### src/verilog/sld_pkg.sv
// Overview of operation
// - outputs enabled, display off: commons at select, segments at deselect
// - display on: commons scanned in turn, segments follow stored display data
// - output enable and display on may be set in one write
// - blink and area select may change while running, taken up live
// - clearing display on and output enable stops the display
// - internal boost allows only one-third or one-quarter bias
// - capacitor split allows only one-third bias
// - commons selected in turn; static drives commons zero to three alike
// - two-slice leaves commons two, three unused; three-slice leaves three
// - commons four to seven used only in six and eight slice modes
// - eight-slice reads bits 0 to 7, drives segments four to forty-one
// - static to four-slice modes read bits 0-3 or 4-7, drive segments zero to 41
// - data bit one gives select level, zero gives deselect level
// - blink off: area select zero shows A area, one shows B area
// - blink on: A and B areas swap on each periodic rtc pulse
// - six and eight slice modes read bits from zero up, no area choice
// - commons four to seven share pins with segments zero to three
package sld_pkg;
   localparam int ADDR_W    = 12;
   localparam int NUM_SEG   = 42;
   localparam int NUM_COM   = 8;
   localparam int DIV_W     = 8;
   // register byte offsets
   localparam logic [11:0] OFS_MODE0  = 12'h000;
   localparam logic [11:0] OFS_MODE1  = 12'h004;
   localparam logic [11:0] OFS_CLKCTL = 12'h008;
   localparam logic [11:0] OFS_STATUS = 12'h00c;
   localparam logic [11:0] OFS_DATA   = 12'h100;
   // lcd_mode_reg_zero fields
   localparam int M0_METHOD_LO = 0;
   localparam int M0_WAVE      = 2;
   localparam int M0_SLICE_LO  = 3;
   localparam int M0_BIAS_LO   = 6;
   localparam logic [7:0] M0_RESET = 8'h00;
   // lcd_mode_reg_one fields
   localparam int M1_SUPPLY = 0;
   localparam int M1_BOOST  = 1;
   localparam int M1_BLINK  = 2;
   localparam int M1_AREA   = 3;
   localparam int M1_OUTEN  = 4;
   localparam int M1_DISPON = 5;
   localparam logic [7:0] M1_RESET = 8'h00;
   localparam logic [2:0] CLK_RESET = 3'h0;
   // status fields
   localparam int ST_RUN   = 0;
   localparam int ST_AREAB = 1;
   localparam int ST_POL   = 2;
   localparam int ST_IDX   = 4;
   // drive methods
   localparam logic [1:0] DM_RESIST = 2'h0;
   localparam logic [1:0] DM_BOOST  = 2'h1;
   localparam logic [1:0] DM_SPLIT  = 2'h2;
   // bias settings
   localparam logic [1:0] BIAS_THIRD   = 2'h0;
   localparam logic [1:0] BIAS_HALF    = 2'h1;
   localparam logic [1:0] BIAS_QUARTER = 2'h2;
   // time slice codes
   typedef enum logic [2:0] {
      SL_STATIC = 3'h0,
      SL_TWO    = 3'h1,
      SL_THREE  = 3'h2,
      SL_FOUR   = 3'h3,
      SL_SIX    = 3'h4,
      SL_EIGHT  = 3'h5
   } sld_slice_t;
endpackage

### src/verilog/sld_tick_gen.sv
`timescale 1ns/10ps
module sld_tick_gen
   import sld_pkg::*;
#(
   parameter int W = sld_pkg::DIV_W
) (
   input  wire logic       core_clk,
   input  wire logic       rst,
   input  wire logic       run,
   input  wire logic [2:0] divSel,
   output logic            lcdTick
);
   logic [W-1:0] cnt_reg;
   logic [W-1:0] cnt_next;
   logic [W-1:0] limit;

   // period is 2^(divSel+1) core clocks; held at zero while stopped
   always_comb begin
      limit    = W'((1 << (32'(divSel) + 1)) - 1);
      cnt_next = cnt_reg + 1'b1;
      if (!run || cnt_reg == limit) begin
         cnt_next = '0;
      end
   end

   always_ff @(posedge core_clk) begin
      if (rst) begin
         cnt_reg <= '0;
      end else begin
         cnt_reg <= cnt_next;
      end
   end

   assign lcdTick = run && (cnt_reg == limit);
endmodule

### src/verilog/sld_drive_ctrl.sv
`timescale 1ns/10ps
module sld_drive_ctrl
   import sld_pkg::*;
(
   input  wire logic                       core_clk,
   input  wire logic                       rst,
   input  wire logic                       psel,
   input  wire logic                       penable,
   input  wire logic                       pwrite,
   input  wire logic [sld_pkg::ADDR_W-1:0] paddr,
   input  wire logic [31:0]                pwdata,
   output logic      [31:0]                prdata,
   output logic                            pready,
   output logic                            pslverr,
   input  wire logic                       rtcPeriodicInterrupt,
   output logic      [sld_pkg::NUM_COM-1:0] comSelect,
   output logic      [sld_pkg::NUM_COM-1:0] comEnable,
   output logic      [sld_pkg::NUM_SEG-1:0] segSelect,
   output logic      [sld_pkg::NUM_SEG-1:0] segEnable,
   output logic                            levelPolarity,
   output logic                            boostEnable,
   output logic                            supplyRange,
   output logic      [1:0]                 driveMethod,
   output logic      [1:0]                 biasSelect,
   output logic                            waveformType
);
   import sld_pkg::*;

   // legal pairing of drive method and bias
   function automatic logic legalPair(input logic [1:0] m,
                                      input logic [1:0] b);
      case (m)
         DM_RESIST: legalPair = (b != 2'h3);
         DM_BOOST:  legalPair = (b == BIAS_THIRD) ||
                                (b == BIAS_QUARTER);
         DM_SPLIT:  legalPair = (b == BIAS_THIRD);
         default:   legalPair = 1'b0;
      endcase
   endfunction

   // last common index of a frame for each slice code
   function automatic logic [2:0] lastCom(input logic [2:0] s);
      case (s)
         SL_STATIC: lastCom = 3'h0;
         SL_TWO:    lastCom = 3'h1;
         SL_THREE:  lastCom = 3'h2;
         SL_FOUR:   lastCom = 3'h3;
         SL_SIX:    lastCom = 3'h5;
         SL_EIGHT:  lastCom = 3'h7;
         default:   lastCom = 3'h0;
      endcase
   endfunction

   function automatic logic wideMode(input logic [2:0] s);
      wideMode = (s == SL_SIX) || (s == SL_EIGHT);
   endfunction

   // ---------------- register bus ----------------
   logic [7:0] mode0_reg;
   logic [7:0] mode0_next;
   logic [7:0] mode1_reg;
   logic [7:0] mode1_next;
   logic [2:0] clkCtl_reg;
   logic [2:0] clkCtl_next;
   logic [7:0] dispData_reg [NUM_SEG];
   logic [7:0] dispData_next [NUM_SEG];
   logic       access;
   logic       isData;
   logic [5:0] dataIdx;
   logic       mapped;
   logic       badPair;
   logic [31:0] rdMux;
   logic [31:0] prdata_reg;
   logic [31:0] prdata_next;

   logic [2:0] comIdx_reg;
   logic [2:0] comIdx_next;
   logic       pol_reg;
   logic       pol_next;
   logic       blinkB_reg;
   logic       blinkB_next;
   logic       lcdTick;
   logic       running;
   logic [2:0] slices;
   logic       showB;

   assign access  = psel && penable;
   assign isData  = (paddr >= OFS_DATA) &&
                    (paddr < OFS_DATA + 12'(4 * NUM_SEG)) &&
                    (paddr[1:0] == 2'h0);
   assign dataIdx = 6'((paddr - OFS_DATA) >> 2);
   assign mapped  = isData || paddr == OFS_MODE0 || paddr == OFS_MODE1 ||
                    paddr == OFS_CLKCTL || paddr == OFS_STATUS;
   // a mode write with an illegal method and bias pair is refused
   assign badPair = pwrite && paddr == OFS_MODE0 &&
                    !legalPair(pwdata[M0_METHOD_LO +: 2],
                               pwdata[M0_BIAS_LO +: 2]);
   assign pready  = 1'b1;                                    // zero wait
   assign pslverr = access && (!mapped || badPair);

   // next values of software-visible registers
   always_comb begin
      mode0_next  = mode0_reg;
      mode1_next  = mode1_reg;
      clkCtl_next = clkCtl_reg;
      for (int i = 0; i < NUM_SEG; i++) begin
         dispData_next[i] = dispData_reg[i];
      end
      if (access && pwrite && mapped && !badPair) begin
         if (paddr == OFS_MODE0) begin
            mode0_next = pwdata[7:0];
         end else if (paddr == OFS_MODE1) begin
            // both output bits land in one write
            mode1_next = {2'h0, pwdata[5:0]};
         end else if (paddr == OFS_CLKCTL) begin
            clkCtl_next = pwdata[2:0];
         end else if (isData) begin
            dispData_next[dataIdx] = pwdata[7:0];
         end
      end
   end

   always_ff @(posedge core_clk) begin
      if (rst) begin
         mode0_reg  <= M0_RESET;
         mode1_reg  <= M1_RESET;
         clkCtl_reg <= CLK_RESET;
         for (int i = 0; i < NUM_SEG; i++) begin
            dispData_reg[i] <= 8'h00;
         end
      end else begin
         mode0_reg  <= mode0_next;
         mode1_reg  <= mode1_next;
         clkCtl_reg <= clkCtl_next;
         for (int i = 0; i < NUM_SEG; i++) begin
            dispData_reg[i] <= dispData_next[i];
         end
      end
   end

   // read mux, zero for unmapped addresses
   always_comb begin
      rdMux = 32'h0000_0000;
      if (paddr == OFS_MODE0) begin
         rdMux[7:0] = mode0_reg;
      end else if (paddr == OFS_MODE1) begin
         rdMux[7:0] = mode1_reg;
      end else if (paddr == OFS_CLKCTL) begin
         rdMux[2:0] = clkCtl_reg;
      end else if (paddr == OFS_STATUS) begin
         rdMux[ST_RUN]      = running;
         rdMux[ST_AREAB]    = showB;
         rdMux[ST_POL]      = pol_reg;
         rdMux[ST_IDX +: 3] = comIdx_reg;
      end else if (isData) begin
         rdMux[7:0] = dispData_reg[dataIdx];
      end
      // caught at the end of the setup cycle, then held, so the word
      // stays steady through the access phase while status moves on
      prdata_next = prdata_reg;
      if (psel && !penable) begin
         prdata_next = rdMux;
      end
   end

   // read data register
   always_ff @(posedge core_clk) begin
      if (rst) begin
         prdata_reg <= 32'h0000_0000;
      end else begin
         prdata_reg <= prdata_next;
      end
   end

   assign prdata = prdata_reg;

   // mode fields straight to the analog side
   assign driveMethod  = mode0_reg[M0_METHOD_LO +: 2];
   assign biasSelect   = mode0_reg[M0_BIAS_LO +: 2];
   assign waveformType = mode0_reg[M0_WAVE];
   assign supplyRange  = mode1_reg[M1_SUPPLY];
   // boost is left to software; it must drop outputs first
   assign boostEnable  = mode1_reg[M1_BOOST];

   // ---------------- scan timing ----------------
   // stopped only when both output bits are clear
   assign running = mode1_reg[M1_OUTEN] || mode1_reg[M1_DISPON];
   assign slices  = mode0_reg[M0_SLICE_LO +: 3];

   sld_tick_gen #(
      .W       (DIV_W)
   ) sld_tick_gen_i (
      .core_clk(core_clk),
      .rst     (rst),
      .run     (running),
      .divSel  (clkCtl_reg),
      .lcdTick (lcdTick)
   );

   // common index, frame polarity and blink phase
   always_comb begin
      comIdx_next = comIdx_reg;
      pol_next    = pol_reg;
      blinkB_next = blinkB_reg;
      if (!running) begin
         comIdx_next = 3'h0;
         pol_next    = 1'b0;
      end else if (lcdTick) begin
         if (comIdx_reg >= lastCom(slices)) begin
            comIdx_next = 3'h0;
            pol_next    = !pol_reg;
         end else begin
            comIdx_next = comIdx_reg + 3'h1;
         end
      end
      // phase tracks live bits so a change needs no restart
      if (!mode1_reg[M1_BLINK]) begin
         blinkB_next = mode1_reg[M1_AREA];
      end else if (rtcPeriodicInterrupt) begin
         blinkB_next = !blinkB_reg;
      end
   end

   always_ff @(posedge core_clk) begin
      if (rst) begin
         comIdx_reg <= 3'h0;
         pol_reg    <= 1'b0;
         blinkB_reg <= 1'b0;
      end else begin
         comIdx_reg <= comIdx_next;
         pol_reg    <= pol_next;
         blinkB_reg <= blinkB_next;
      end
   end

   // area choice only exists in the narrow modes
   assign showB = blinkB_reg && !wideMode(slices);

   // ---------------- pin levels ----------------
   logic [NUM_COM-1:0] comSel_reg;
   logic [NUM_COM-1:0] comSel_next;
   logic [NUM_COM-1:0] comEn_reg;
   logic [NUM_COM-1:0] comEn_next;
   logic [NUM_SEG-1:0] segSel_reg;
   logic [NUM_SEG-1:0] segSel_next;
   logic [NUM_SEG-1:0] segEn_reg;
   logic [NUM_SEG-1:0] segEn_next;
   logic               polOut_reg;
   logic [2:0]         bitIdx;

   always_comb begin
      comSel_next = '0;
      comEn_next  = '0;
      segSel_next = '0;
      segEn_next  = '0;
      bitIdx      = comIdx_reg;
      if (!wideMode(slices) && showB) begin
         bitIdx = comIdx_reg + 3'h4;
      end
      if (running) begin
         // which commons carry a waveform
         for (int j = 0; j < NUM_COM; j++) begin
            comEn_next[j] = (slices == SL_STATIC && j < 4) ||
                            (32'(j) <= 32'(lastCom(slices)));
         end
         // shared pins are commons in wide modes, else segments
         for (int i = 0; i < NUM_SEG; i++) begin
            segEn_next[i] = !(wideMode(slices) && i < 4);
         end
         if (!mode1_reg[M1_DISPON]) begin
            comSel_next = comEn_next;
         end else begin
            for (int j = 0; j < NUM_COM; j++) begin
               comSel_next[j] = comEn_next[j] &&
                  ((slices == SL_STATIC) || 3'(j) == comIdx_reg);
            end
            for (int i = 0; i < NUM_SEG; i++) begin
               // bit one selects, bit zero deselects
               segSel_next[i] = segEn_next[i] &&
                                dispData_reg[i][bitIdx];
            end
         end
      end
   end

   // pin levels come from flip-flops so they change cleanly
   always_ff @(posedge core_clk) begin
      if (rst) begin
         comSel_reg <= '0;
         comEn_reg  <= '0;
         segSel_reg <= '0;
         segEn_reg  <= '0;
         polOut_reg <= 1'b0;
      end else begin
         comSel_reg <= comSel_next;
         comEn_reg  <= comEn_next;
         segSel_reg <= segSel_next;
         segEn_reg  <= segEn_next;
         polOut_reg <= pol_reg;
      end
   end

   assign comSelect     = comSel_reg;
   assign comEnable     = comEn_reg;
   assign segSelect     = segSel_reg;
   assign segEnable     = segEn_reg;
   assign levelPolarity = polOut_reg;
endmodule

### config.mk
export PLATFORM = sky130hd
export DESIGN_NAME = sld_drive_ctrl
export DESIGN_NICKNAME = d
export VERILOG_FILES = /design/src/verilog/sld_pkg.sv /design/src/verilog/sld_tick_gen.sv /design/src/verilog/sld_drive_ctrl.sv
export SDC_FILE = /design/constraint.sdc
export NUM_CORES = 1
export LEC_CHECK = 0
export BUFFER_PORTS_ARGS = -buffer_cell sky130_fd_sc_hd__buf_2
export CORE_ASPECT_RATIO = 1.1
export CORE_UTILIZATION = 50
export DETAILED_ROUTE_END_ITERATION = 16
export HOLD_SLACK_MARGIN = 0.02
export PLACE_DENSITY = 0.69
export SLEW_MARGIN = 20
export SYNTH_ARGS = -nofsm -noshare
export SYNTH_HDL_FRONTEND = slang
export SYNTH_SLANG_ARGS = --single-unit
export TNS_END_PERCENT = 20
### constraint.sdc
create_clock -name core_clk -period 3.5 [get_ports core_clk]
set_input_delay 0.35 -clock core_clk [delete_from_list [all_inputs] [get_ports core_clk]]
set_output_delay 0.35 -clock core_clk [all_outputs]
set_load 0.05 [all_outputs]
==> metrics.yaml <==
final_layout:
  seqCellArea_mm2: 0.00868
  utilization_pct: 56.4
  design_area_mm2: 0.0239
  drive_above_1_share_pct: 19.7
  nFillCells: 3770
  largest_reg_flops: 336
  syn2layout_area_growth_pct: 10.9
  multi_input_area_mm2: 0.0116
  final_nets: 2550
  stdcell_count: 3090
timing:
  finalCriticalPeriod_ns: 2.98
  finClkSkew_ns: 0.0151
  fmax_mhz: 335
  finalSetupViolations: 0
  worst_pin_slew_ns: 1.03
  slew_viol_final: 0
  rsz0062_at_grt: "no"
  finalSetupTns_ns: 0
  hold_violations: 0
  slew_headroom_pct: 31.1
  setup_slack_ns: 0.518
  period_share_pct: 85.2
synth:
  synth-compound-area-share_pct: 12.4
  yosysWarnings: 0
  async_reset_ff_share_pct: 0
  yosysUniqueCellTypes: 71
  synth_top_family_by_area: "multiplexers"
  yosys_most_used_dff: "dfxtp_1"
  syn_inst: 2485
  synth-adder-area-share_pct: 0.929
  synth_xor_area_share_pct: 0.488
  synth_edf_count: 0
  synth-seq-cells: 433
  ys_seq_area_share_pct: 40.2
  muxShareOfSynthArea_pct: 19.8
  syn_area_per_cell_um2: 8.67
  yosys.area_share.simple_pct: 19.7
  syn_area_mm2: 0.0216
drt:
  detail_route.wirelength_um: 70300
  vias: 18900
  vias_per_cell: 6.13
  drt_pass1_iterations: 6
  drtIter0Drc: 2209
  drc_errors: 0
  ant_nets: 0
  wl_per_cell_um: 22.7
run:
  cap_violations: 0
cts:
  cts_root_buf: "clkbuf_16"
  cts_buffer_depth: 3
  clock-sinks: 433
  clk_pin_slew_worst_paths_ns: 0.06
  numCtsBuffers: 46
  cts_resized: 0
  cts_setup_buffers: 0
  hold_buffers: 0
  htree_levels: 2
  cts_tree: "yes"
  clk-insertion-delay-late_ns: 0.59
global_route:
  grt_max_degree: 97
  track_usage_pct: 32.2
  antenna_found_initial: 2
  grt_pass1_vias: 17800
  grt_remaining_overflow: 0
  grt_pass1_wl_um: 106000
critical_path:
  reg2reg_slack_ns: 0.52
  required_ns: 4.01
  worstSetupEndpointType: "flip-flop"
  worstPathMaxFanout: 8
  critPathKind: "flip-flop to flip-flop"
  r2r_start: "mode0_reg[4]"
  path_cells: "inv_1, ha_1, inv_1, mux2_2, a32oi_1, ha_1, a21o_1, a21oi_1, nand2_1, or3_1, a21oi_1"
  r2r_end: "comIdx_reg[1]"
  cp-startpoint: "mode0_reg[4]"
  max_stage_delay_ns: 0.49
  worst-r2r-cell-count: 11
  critPathArrivalTime_ns: 3.49
  slowest_stage: "dfxtp_1"
  start_kind: "flip-flop"
run_status:
  run_status: "completed"
place:
  place_area_mm2: 0.0222
  port_buffers: 142
  dp_cells: 3003
  place_congestion: 0.993
  pre_cts_slack_ns: 0.571
  hpwl_um: 46800
worst_hold_path:
  holdPathStages: 3
  hold_end: "blinkB_reg"
  hold_path.class: "input pin to flip-flop"
  hold_path_startpoint: "rtcPeriodicInterrupt"
floorplan:
  dieArea_mm2: 0.0439
  num_io_pins: 192
  start_util_pct: 50.8
  fp.dieW_um: 200
  die_y_um: 220
  rows: 79
  core_mm2: 0.0424
pwr:
  power.leakage_uw: 0.00814
  power_per_cell_area_mw_per_mm2: 459
  peakVddDrop_mv: 0.323
-- per-stage QoR --
stage	hold WS, ns	power, uW
2_1_floorplan	0.435	5430
3_3_place_gp	0.447	5580
3_5_place_dp	0.454	5580
4_1_cts	0.0723	11000
5_1_grt	0.114	11200
6_report	0.0906	11000
-- worst max-delay path by stage --
stage / slack [ns] / end / cells after the start
floorplan: 0.79 / pslverr / 6
global placement: 0.58 / prdata[3] / 6
detailed placement: 0.57 / prdata[3] / 6
CTS: 0.53 / comIdx_reg[1] / 11
global route: 0.35 / comIdx_reg[1] / 11
finish: 0.52 / comIdx_reg[1] / 11
-- cells in the final DEF, fill, tap and decap left out, types with 19 or more instances in the layout --
cell type and instances:
nor2_1 93, buf_2 139, a21oi_1 397, dfxtp_1 430, mux4_2 152, or2_2 25
buf_4 47, mux2i_1 62, mux2_2 19, nand2_1 773, clkbuf_16 49, conb_1 26
-- cell families (layout without fill, tap and decap cells) --
kind of cell	after synthesis	in the layout
AO/OA/AOI/OAI	490	490
XOR/XNOR	12	12
adder cells (fa/ha/maj)	16	16
buffers and inverters	281	291
flip-flops	433	433
multiplexers	233	233
other	2	30
AND/OR/NAND/NOR	1018	1018
-- layout make-up --
type	count	area share, %
repair buffers	190	4.70
diodes	4	0.0419
flip-flops and latches	433	36.3
well taps	567	2.97
clock inverters	16	1.18
clock buffers	67	5.96
multi-input cells	1795	48.6
inverters	18	0.283
-- layer usage --
layer  part of all wire, %  routed length, um  GRT usage [%]
met1                    38              27000           41.9
met3                   9.8               6920           5.77
met5                     0                  0              0
met4                   6.2               4330           19.3
met2                    46              32000           50.0
-- cell usage after synthesis, types with 4 or more instances --
cell type,n,area share [%]
nand4_1,6,0.17
o22ai_1,17,0.49
mux2_2,19,0.99
nor4_1,9,0.26
a211oi_1,6,0.21
dfxtp_1,433,40
a22oi_1,7,0.24
xnor2_1,7,0.28
buf_4,75,2.6
nand3_1,16,0.37
a21oi_1,397,9.2
nor2_1,93,1.6
nand2_1,773,13
buf_2,22,0.51
nor3_1,11,0.26
and2_1,4,0.12
nor2b_1,9,0.26
mux4_2,152,16
nand2b_1,15,0.44
or4_1,8,0.28
and3_1,7,0.20
buf_1,18,0.31
nor2_2,17,0.49
o21ai_0,13,0.30
mux2i_1,62,2.9
or2_2,25,0.73
xor2_1,5,0.20
inv_1,17,0.30
a32oi_1,4,0.16
ha_1,16,0.93
nor3b_1,4,0.14
a221oi_1,4,0.16
o21a_1,4,0.14
clkbuf_1,145,2.5
-- report_power, final --
| group | leakage [uW] | total [uW] | switching (uW) | internal (uW) |
|---|---|---|---|---|
| combinational | 0.00381 | 564 | 443 | 120 |
| sequential | 0.00349 | 4930 | 2.70 | 4930 |
| clock | 0.000844 | 5470 | 2070 | 3400 |
-- worst max-delay path, delay by kind of cell, from the launching register on --
kind,cells,cell delay (ns)
compound gates,4,0.95
fa+ha+maj,2,0.61
buf+inv,2,0.19
flops,1,0.49
mux,1,0.25
simple gates,2,0.41
(Power assumes the default switching activity.)
